**config.mk**
```make
export PLATFORM = sky130hd
export DESIGN_NAME = acs_seq
export DESIGN_NICKNAME = d
export VERILOG_FILES = /design/src/logic/acs_timer.v /design/src/logic/acs_seq.v
export VERILOG_INCLUDE_DIRS = /design/src /design/src/logic
export SDC_FILE = /design/constraint.sdc
export NUM_CORES = 1
export LEC_CHECK = 0
export BUFFER_PORTS_ARGS = -buffer_cell sky130_fd_sc_hd__buf_2
export CAP_MARGIN = 0
export CORE_MARGIN = 2
export CORE_UTILIZATION = 40
export CTS_BUF_LIST = sky130_fd_sc_hd__clkbuf_4 sky130_fd_sc_hd__clkbuf_8
export CTS_CLUSTER_DIAMETER = 60
export DETAILED_ROUTE_END_ITERATION = 7
export SETUP_SLACK_MARGIN = 0.5
export SLEW_MARGIN = 5
export SYNTH_ARGS = -nofsm -noshare
export SYNTH_HDL_FRONTEND = slang
export SYNTH_SLANG_ARGS = --single-unit
```
**constraint.sdc**
```tcl
create_clock -name core_clk -period 4.6 [get_ports core_clk]
set_input_delay 1.15 -clock core_clk [delete_from_list [all_inputs] [get_ports core_clk]]
set_output_delay 1.15 -clock core_clk [all_outputs]
set_load 0.01 [all_outputs]
```
**src/logic/acs_map.vh**
```
// Register offsets, field positions, reset values and timing counts of the sequencer
`ifndef ACS_MAP_VH
`define ACS_MAP_VH
`define ACS_ADDR_CTL0 8'h00
`define ACS_ADDR_CTL1 8'h01
`define ACS_ADDR_DATH 8'h02
`define ACS_ADDR_DATL 8'h03
`define ACS_ADDR_STAT 8'h04
`define ACS_CTL0_RST 8'h00
`define ACS_CTL1_RST 8'h80
`define ACS_BIT_START 7
`define ACS_BIT_REPEAT 6
`define ACS_BIT_REFL 5
`define ACS_BIT_REFOUT 4
`define ACS_BIT_REFH 7
`define ACS_CH_HI 3
`define ACS_CH_LO 0
`define ACS_CH_RSV_BIT 3
`define ACS_CLK_MHZ 10
`define ACS_IDLE_CYC 16'd160
`define ACS_PWRUP_CYC 16'd40
`define ACS_CONV_CYC 16'd5129
`define ACS_REPEAT_MODE_SELECT_CYC 16'd256
`define ACS_RES_W 13
`define ACS_REF_EXT 2'h0
`define ACS_REF_1V0 2'h1
`define ACS_REF_2V0 2'h2
`endif

```
**src/logic/acs_timer.v**
```verilog
// Down counter that times the power and conversion phases
module acs_timer (
  input wire core_clk,
  input wire sys_rst,
  input wire load,
  input wire [15:0] load_val,
  output reg done
);
  reg [15:0] cnt_r;
  always @(posedge core_clk or posedge sys_rst) begin
    if (sys_rst) begin
      cnt_r <= 16'h0000;
      done <= 1'b0;
    end else if (load) begin
      cnt_r <= load_val;
      done <= 1'b0;
    end else if (cnt_r != 16'h0000) begin
      cnt_r <= cnt_r - 16'h0001;
      done <= (cnt_r == 16'h0001);
    end else begin
      done <= 1'b0;
    end
  end
endmodule // acs_timer

```
**src/logic/acs_seq.v**
```verilog
// Conversion sequencer of the sigma-delta converter: registers, timing and results
//
// Functional notes
// - Result is an 11-bit signed two's complement value, normally 0 to 1023.
// - Result registers expose 13 raw bits; two lowest only for compensation.
// - After 160 idle cycles the converter is powered down.
// - A request from powered-down state powers up, allowing 40 cycles.
// - Single-shot and first continuous conversion take 5129 cycles.
// - Power-up period is inserted before conversion when powered down.
// - Upper eight bits go to high byte; low three to low bits 7 to 5.
// - Start flag reads 1 until a started conversion gives its first result; cleared when single-shot completes.
// - Single-shot performs one conversion then stops.
// - Repeat bit 0 selects single-shot, 1 selects continuous.
// - Continuous: start flag clears after first result, stays 0 afterwards.
// - Continuous: fresh result every 256 cycles after the first. The code gives one every 257 cycles, because the reload takes one cycle.
// - Continuous: a completion request after every conversion, first included.
// - Completion requests only while enabled; disabling keeps a pending one. No enable bit here: requests are always raised.
// - One of eight single-ended inputs is routed to the converter.
// - Writing 0 to start has no effect; 1 starts or restarts.
// - Reference code 00 external, 01 1.0 V, 10 2.0 V, default 10.
// - Channel codes 1000 to 1111 open all input switches.
//
// Added by the designer: the strobed register port and the register offsets.
`include "acs_map.vh"
module acs_seq (
  input wire core_clk,
  input wire sys_rst,
  input wire [7:0] reg_addr,
  input wire [7:0] reg_wdata,
  input wire reg_wr,
  input wire reg_rd,
  output reg [7:0] reg_rdata,
  input wire [12:0] mod_result,
  input wire mod_overflow,
  output reg [7:0] input_switch_en,
  output reg [1:0] reference_level,
  output reg reference_output_select,
  output reg mod_power_en,
  output reg mod_run,
  output reg conv_done_irq
);
  // ----------------------------------------------------------------
  // Sequencer states
  // ----------------------------------------------------------------
  localparam ST_IDLE = 3'h0;
  localparam ST_DOWN = 3'h1;
  localparam ST_PWUP = 3'h2;
  localparam ST_CONV = 3'h3;
  localparam ST_REPEAT_MODE_SELECT = 3'h4;

  reg [2:0] state_r;
  reg [2:0] state_nxt;

  // Software-visible control fields
  reg conversion_start_flag_r;
  reg repeat_mode_select_r;
  reg reference_level_low_bit_r;
  reg reference_level_high_bit_r;
  reg reference_output_select_r;
  reg [3:0] input_channel_select_r;

  // Results and completion
  reg [7:0] result_upper_byte_r;
  reg [4:0] result_lower_bits_r;
  reg overflow_r;
  reg [7:0] idle_cnt_r;
  reg pending_r;

  // Phase timer handshake
  reg tmr_load;
  reg [15:0] tmr_val;
  reg done_conv;
  wire tmr_done;

  // ----------------------------------------------------------------
  // Helpers
  // ----------------------------------------------------------------
  function wr_hit;
    input [7:0] a;
    input [7:0] target;
    begin
      wr_hit = (a == target);
    end
  endfunction

  function [7:0] sw_decode;
    input [3:0] ch;
    begin
      if (ch[`ACS_CH_RSV_BIT])
        sw_decode = 8'h00;
      else
        sw_decode = 8'h01 << ch[2:0];
    end
  endfunction

  function is_running;
    input [2:0] st;
    begin
      is_running = (st == ST_CONV) || (st == ST_REPEAT_MODE_SELECT);
    end
  endfunction

  // A start write restarts the conversion in any state; during power-up it cuts the rest of the wait short
  wire start_wr = reg_wr && wr_hit(reg_addr, `ACS_ADDR_CTL0) &&
                  reg_wdata[`ACS_BIT_START];
  // Power-down is the only unpowered state
  wire powered = (state_r != ST_DOWN);

  // ----------------------------------------------------------------
  // Phase timer
  // ----------------------------------------------------------------
  acs_timer u_timer (
    .core_clk(core_clk),
    .sys_rst(sys_rst),
    .load(tmr_load),
    .load_val(tmr_val),
    .done(tmr_done)
  );

  // ----------------------------------------------------------------
  // Register read views
  // ----------------------------------------------------------------
  wire [7:0] ctl0_view;
  wire [7:0] ctl1_view;
  wire [7:0] datl_view;
  wire [7:0] stat_view;
  assign ctl0_view = {conversion_start_flag_r, repeat_mode_select_r,
                      reference_level_low_bit_r, reference_output_select_r,
                      input_channel_select_r};
  assign ctl1_view = {reference_level_high_bit_r, 7'h00};
  // Low register: three result bits, two compensation bits, two spares, overflow
  assign datl_view = {result_lower_bits_r, 2'h0, overflow_r};
  // Status: powered down, running, pending completion
  assign stat_view = {5'h00, state_r == ST_DOWN, mod_run, pending_r};

  // ----------------------------------------------------------------
  // Sequencer next state
  // ----------------------------------------------------------------
  always @* begin
    state_nxt = state_r;
    tmr_load = 1'b0;
    tmr_val = `ACS_CONV_CYC;
    done_conv = 1'b0;
    if (start_wr) begin
      tmr_load = 1'b1;
      if (powered) begin
        state_nxt = ST_CONV;
        tmr_val = `ACS_CONV_CYC;
      end else begin
        state_nxt = ST_PWUP;
        tmr_val = `ACS_PWRUP_CYC;
      end
    end else begin
      case (state_r)
        ST_IDLE: begin
          if ({8'h00, idle_cnt_r} == `ACS_IDLE_CYC - 16'd1)
            state_nxt = ST_DOWN;
        end
        ST_DOWN: begin
          // Only a start write leaves power-down
          state_nxt = ST_DOWN;
        end
        ST_PWUP: begin
          // Power-up over: the full-length conversion follows
          if (tmr_done) begin
            state_nxt = ST_CONV;
            tmr_load = 1'b1;
            tmr_val = `ACS_CONV_CYC;
          end
        end
        ST_CONV, ST_REPEAT_MODE_SELECT: begin
          if (tmr_done) begin
            done_conv = 1'b1;
            // Continuous runs reload the short period
            if (repeat_mode_select_r) begin
              state_nxt = ST_REPEAT_MODE_SELECT;
              tmr_load = 1'b1;
              tmr_val = `ACS_REPEAT_MODE_SELECT_CYC;
            end else begin
              state_nxt = ST_IDLE;
            end
          end
        end
        default: state_nxt = ST_IDLE;
      endcase
    end
  end

  // ----------------------------------------------------------------
  // State, registers and results
  // ----------------------------------------------------------------
  always @(posedge core_clk or posedge sys_rst) begin
    if (sys_rst) begin
      state_r <= ST_DOWN;
      conversion_start_flag_r <= 1'b0;
      repeat_mode_select_r <= 1'b0;
      reference_level_low_bit_r <= 1'b0;
      reference_output_select_r <= 1'b0;
      input_channel_select_r <= 4'h0;
      reference_level_high_bit_r <= 1'b1;
      result_upper_byte_r <= 8'h00;
      result_lower_bits_r <= 5'h00;
      overflow_r <= 1'b0;
      pending_r <= 1'b0;
    end else begin
      state_r <= state_nxt;
      // Control register 0 fields; the start bit is handled apart
      if (reg_wr && wr_hit(reg_addr, `ACS_ADDR_CTL0)) begin
        repeat_mode_select_r <= reg_wdata[`ACS_BIT_REPEAT];
        reference_level_low_bit_r <= reg_wdata[`ACS_BIT_REFL];
        reference_output_select_r <= reg_wdata[`ACS_BIT_REFOUT];
        input_channel_select_r <= reg_wdata[`ACS_CH_HI:`ACS_CH_LO];
      end
      if (reg_wr && wr_hit(reg_addr, `ACS_ADDR_CTL1))
        reference_level_high_bit_r <= reg_wdata[`ACS_BIT_REFH];
      // Start request wins over a completion in the same cycle
      if (start_wr)
        conversion_start_flag_r <= 1'b1;
      else if (done_conv)
        conversion_start_flag_r <= 1'b0;
      // Raw 13-bit word: top eight bits high, next five low
      if (done_conv) begin
        result_upper_byte_r <= mod_result[`ACS_RES_W-1:`ACS_RES_W-8];
        result_lower_bits_r <= mod_result[`ACS_RES_W-9:0];
        overflow_r <= mod_overflow;
      end
      // Pending request holds until software clears it in the status register
      if (done_conv && powered)
        pending_r <= 1'b1;
      else if (reg_wr && wr_hit(reg_addr, `ACS_ADDR_STAT) && reg_wdata[0])
        pending_r <= 1'b0;
    end
  end

  // ----------------------------------------------------------------
  // Idle counter: cycles spent in the idle state after a conversion, not counting power-up
  // ----------------------------------------------------------------
  always @(posedge core_clk or posedge sys_rst) begin
    if (sys_rst) begin
      idle_cnt_r <= 8'h00;
    end else if (state_r == ST_IDLE && !start_wr) begin
      idle_cnt_r <= idle_cnt_r + 8'h01;
    end else begin
      idle_cnt_r <= 8'h00;
    end
  end

  // ----------------------------------------------------------------
  // Outputs and read port
  // ----------------------------------------------------------------
  always @(posedge core_clk or posedge sys_rst) begin
    if (sys_rst) begin
      reg_rdata <= 8'h00;
      input_switch_en <= 8'h00;
      reference_level <= `ACS_REF_2V0;
      reference_output_select <= 1'b0;
      mod_power_en <= 1'b0;
      mod_run <= 1'b0;
      conv_done_irq <= 1'b0;
    end else begin
      if (is_running(state_nxt))
        input_switch_en <= sw_decode(input_channel_select_r);
      else
        input_switch_en <= 8'h00;
      reference_level <= {reference_level_high_bit_r, reference_level_low_bit_r};
      reference_output_select <= reference_output_select_r;
      mod_power_en <= (state_nxt != ST_DOWN);
      mod_run <= is_running(state_nxt);
      conv_done_irq <= done_conv && powered;
      reg_rdata <= 8'h00;
      if (reg_rd) begin
        case (reg_addr)
          `ACS_ADDR_CTL0: begin
            reg_rdata <= ctl0_view;
          end
          `ACS_ADDR_CTL1: begin
            reg_rdata <= ctl1_view;
          end
          `ACS_ADDR_DATH: begin
            reg_rdata <= result_upper_byte_r;
          end
          `ACS_ADDR_DATL: begin
            reg_rdata <= datl_view;
          end
          `ACS_ADDR_STAT: begin
            reg_rdata <= stat_view;
          end
          default: begin
            reg_rdata <= 8'h00;
          end
        endcase
      end
    end
  end
endmodule // acs_seq

```
==> flow_metrics.env <==
export IMPL_outcome="complete, no violations"
export IMPL_place_area_sq_mm=0.003756
export IMPL_synth_nets=338
export IMPL_synth_edff_count=0
export IMPL_synth_compound_area_share_pct=5.953
export IMPL_hp_class="flip-flop to flip-flop"
export IMPL_cts_resized=0
export IMPL_finalSetupTns_ns=0
export IMPL_grt_max_degree=53
export IMPL_insertedDiodeCount=0
export IMPL_cts_tree="done"
export IMPL_grt_pass1_wl_um=11100
export IMPL_ys_ff_latch=74
export IMPL_pre_cts_ws_ns=1.292
export IMPL_die_width_um=96.55
export IMPL_clock_skew_ns=0.008875
export IMPL_numCtsBuffers=9
export IMPL_cp_endpoint="u_timer.cnt_r[12]$_DFFE_PP0P_"
export IMPL_initial_core_util_pct=41.48
export IMPL_htreeDepth=3
export IMPL_crit_path_start="reg_addr[3]"
export IMPL_cts_root_buf="clkbuf_8"
export IMPL_critPathMaxStageDelay_ns=0.67
export IMPL_grt_ovfl_total=0
export IMPL_cts_sinks=74
export IMPL_seq_area_frac_synth_pct=54.16
export IMPL_max_freq_ghz=0.3343
export IMPL_critPathArrivalTime_ns=3.25
export IMPL_antenna_found_initial=0
export IMPL_reg2reg_depth=7
export IMPL_synthMuxAreaShare_pct=11.25
export IMPL_hpwl_um=4793
export IMPL_wirelength_um=6831
export IMPL_synth_top_area_share_pct=51.86
export IMPL_clk_latency_ns=0.34
export IMPL_synth_xor_area_share_pct=5.369
export IMPL_io_pins=56
export IMPL_hold_buffers=0
export IMPL_start_kind="input pin"
export IMPL_area_delta_synth_final_pct=16.18
export IMPL_synthSimpleGateAreaFrac_pct=18.81
export IMPL_power_mw=1.630
export IMPL_fin_area_sq_mm=0.003980
export IMPL_grt_use_total_pct=15.86
export IMPL_relSlewSlack_pct=28.60
export IMPL_synth_fa_ha_area_share_pct=1.461
export IMPL_instances_no_fill=465
export IMPL_max_cap_violations=0
export IMPL_power_density_mw_per_mm2=409.6
export IMPL_gp_congestion=0.7484
export IMPL_fin_ws_ns=1.608
export IMPL_leakage_nw=1.834
export IMPL_grt_pass1_vias=2224
export IMPL_period_needed_ns=2.992
export IMPL_synth_warnings=0
export IMPL_core_sq_mm=0.008258
export IMPL_required_ns=4.85
export IMPL_avgRoutedWirePerCell_um=14.69
export IMPL_drc=0
export IMPL_io_buffers=55
export IMPL_yosysUniqueCellTypes=49
export IMPL_post_cts_setup_buffers=0
export IMPL_hold_viol=0
export IMPL_netlist_area_sq_mm=0.003426
export IMPL_ys_async_sr_fraction_pct=100.0
export IMPL_worstSetupPathType="input pin to flip-flop"
export IMPL_die_height_um=96.55
export IMPL_rsz0062_at_grt="no"
export IMPL_layout_drive_gt1_share_pct=31.11
export IMPL_yosysTopAreaCell="dfrtp_1"
export IMPL_dieArea_sq_mm=0.009321
export IMPL_r2r_start="u_timer.cnt_r[0]$_DFFE_PP0P_"
export IMPL_firstDrtPassIters=4
export IMPL_vias=2358
export IMPL_worst_slew_pin_slew_ns=1.068
export IMPL_viasPerCell=5.071
export IMPL_rrSetupSlack_ns=2.07
export IMPL_nets=393
export IMPL_clockBufferDepth=2
export IMPL_synth_area_top_cells="dfrtp_1 (52%), mux2_2 (7.2%), nor2_1 (5.4%)"
export IMPL_dpl_cell_count=449
export IMPL_slew_violations=0
export IMPL_drt_initial_drc_count=72
export IMPL_finalCritPeriodShare_pct=65.03
export IMPL_crit_chain="buf_2 > nor3_1 > and4_1 > a311o_1 > nand2_1 > o22ai_1"
export IMPL_timing_rr_end="u_timer.cnt_r[6]$_DFFE_PP0P_"
export IMPL_finalSetupViolations=0
export IMPL_cp_end_kind="flip-flop"
export IMPL_clk_pin_slew_ns=0.08
export IMPL_crit_slowest_cell="a311o_1"
export IMPL_synth_top_family_by_area="simple AND/OR/NAND/NOR gates"
export IMPL_path_max_fanout=18
export IMPL_ys_flop_type="dfrtp_1"
export IMPL_vdd_drop_max_mv=0.2181
export IMPL_syn_inst=300
export IMPL_drt_antenna_violating_nets=0
export IMPL_row_count=33
export IMPL_avgSynthCellArea_sq_um=11.42
## layout by cell type (no fill, tap or decap), drive strengths merged, types with 4 or more instances in the layout
| cell type | instances |
|---|---|
| a21oi | 5 |
| a22oi | 6 |
| buf | 56 |
| clkbuf | 11 |
| dfrtp | 71 |
| ha | 4 |
| inv | 5 |
| mux2 | 29 |
| nand2 | 16 |
| nand2b | 4 |
| nand3 | 10 |
| nand4 | 5 |
| nor2 | 49 |
| nor3 | 5 |
| nor4 | 7 |
| nor4b | 6 |
| o21ai | 4 |
| xnor2 | 6 |
| xor2 | 15 |
## per-stage QoR
stage	hold slack, ns	utilization, %
2_1_floorplan	0.3578	-
3_3_place_gp	0.3724	45.48
3_5_place_dp	0.3675	45.48
4_1_cts	0.3767	48.20
5_1_grt	0.3871	48.20
6_report	0.3768	48.20
## worst min-delay path by stage
stage          depth (start not counted)                      endpoint                              startpoint  slack (ns)
6_report                               0  reference_level[1]$_DFF_PP1_  reference_level_high_bit_r$_DFFE_PP1P_        0.38
5_1_grt                                0  reference_level[1]$_DFF_PP1_  reference_level_high_bit_r$_DFFE_PP1P_        0.39
4_1_cts                                0  reference_level[1]$_DFF_PP1_  reference_level_high_bit_r$_DFFE_PP1P_        0.38
3_5_place_dp                           0  reference_level[1]$_DFF_PP1_  reference_level_high_bit_r$_DFFE_PP1P_        0.37
3_3_place_gp                           0  reference_level[1]$_DFF_PP1_  reference_level_high_bit_r$_DFFE_PP1P_        0.37
2_1_floorplan                          0  reference_level[1]$_DFF_PP1_  reference_level_high_bit_r$_DFFE_PP1P_        0.36
## routing by layer
metal | track usage [%] | up-vias | wire, um
met5 | 0 | - | 0
met3 | 4.655 | 7 | 280
met4 | 5.751 | 0 | 80
met2 | 22.28 | 51 | 3093
li1 | - | 1164 | -
met1 | 23.17 | 1136 | 3376
## registers in the layout (all words and copies together) (netlist names), 2 cells and up
register and count:
reg_rdata 8, idle_cnt_r 8, result_lower_bits_r 5, input_channel_select_r 4, input_switch_en 8, result_upper_byte_r 8
u_timer.cnt_r 16, state_r 3, reference_level 2
## critical path, delay by kind of cell
family	cells	cell delay, ns
simple gates	3	1.11
compound gates	2	0.88
buf+inv	1	0.09
## cell families after synthesis
| family | count (synthesis) |
|---|---|
| muxes | 31 |
| DFF | 74 |
| buffers and inverters | 17 |
| adders and majority gates | 4 |
| and+or+nand+nor | 125 |
| AOI/OAI and AO/OA | 28 |
| xor gates and xnor gates | 21 |
## Yosys cell counts, types with 2 or more instances
| cell type | number |
|---|---|
| nor3_1 | 5 |
| nand2b_1 | 4 |
| nand4b_1 | 3 |
| nand2_1 | 16 |
| a211oi_1 | 2 |
| ha_1 | 4 |
| o22ai_1 | 3 |
| nor4b_1 | 6 |
| buf_2 | 4 |
| nor4_1 | 7 |
| buf_6 | 3 |
| inv_1 | 5 |
| and2_1 | 2 |
| a21o_1 | 2 |
| or4_1 | 2 |
| mux2_2 | 22 |
| nand3b_1 | 3 |
| and3_1 | 3 |
| xnor2_1 | 6 |
| nor2_1 | 49 |
| o21ai_0 | 4 |
| nand3_1 | 10 |
| a22oi_1 | 6 |
| xor2_1 | 15 |
| mux2_4 | 7 |
| dfstp_2 | 3 |
| a21oi_1 | 5 |
| dfrtp_1 | 71 |
| clkbuf_1 | 4 |
| nand4_1 | 5 |
## cell type report
cell class,instances,area [sq um]
clock inverters,5,78.83
flip-flops and latches,74,1856
multi-input cells,209,1468
fillers,788,4278
well taps,105,131.4
inverters,5,18.77
clock buffers,11,145.1
repair buffers,56,282.8
## power by group
group	internal (mW)	switching, mW	total, mW	leakage (nW)
sequential	0.726	0.0745	0.800	0.936
clock	0.326	0.234	0.559	0.117
combinational	0.128	0.143	0.271	0.780
total	1.18	0.451	1.63	1.83
No activity file was read; power rests on OpenSTA's default activity.
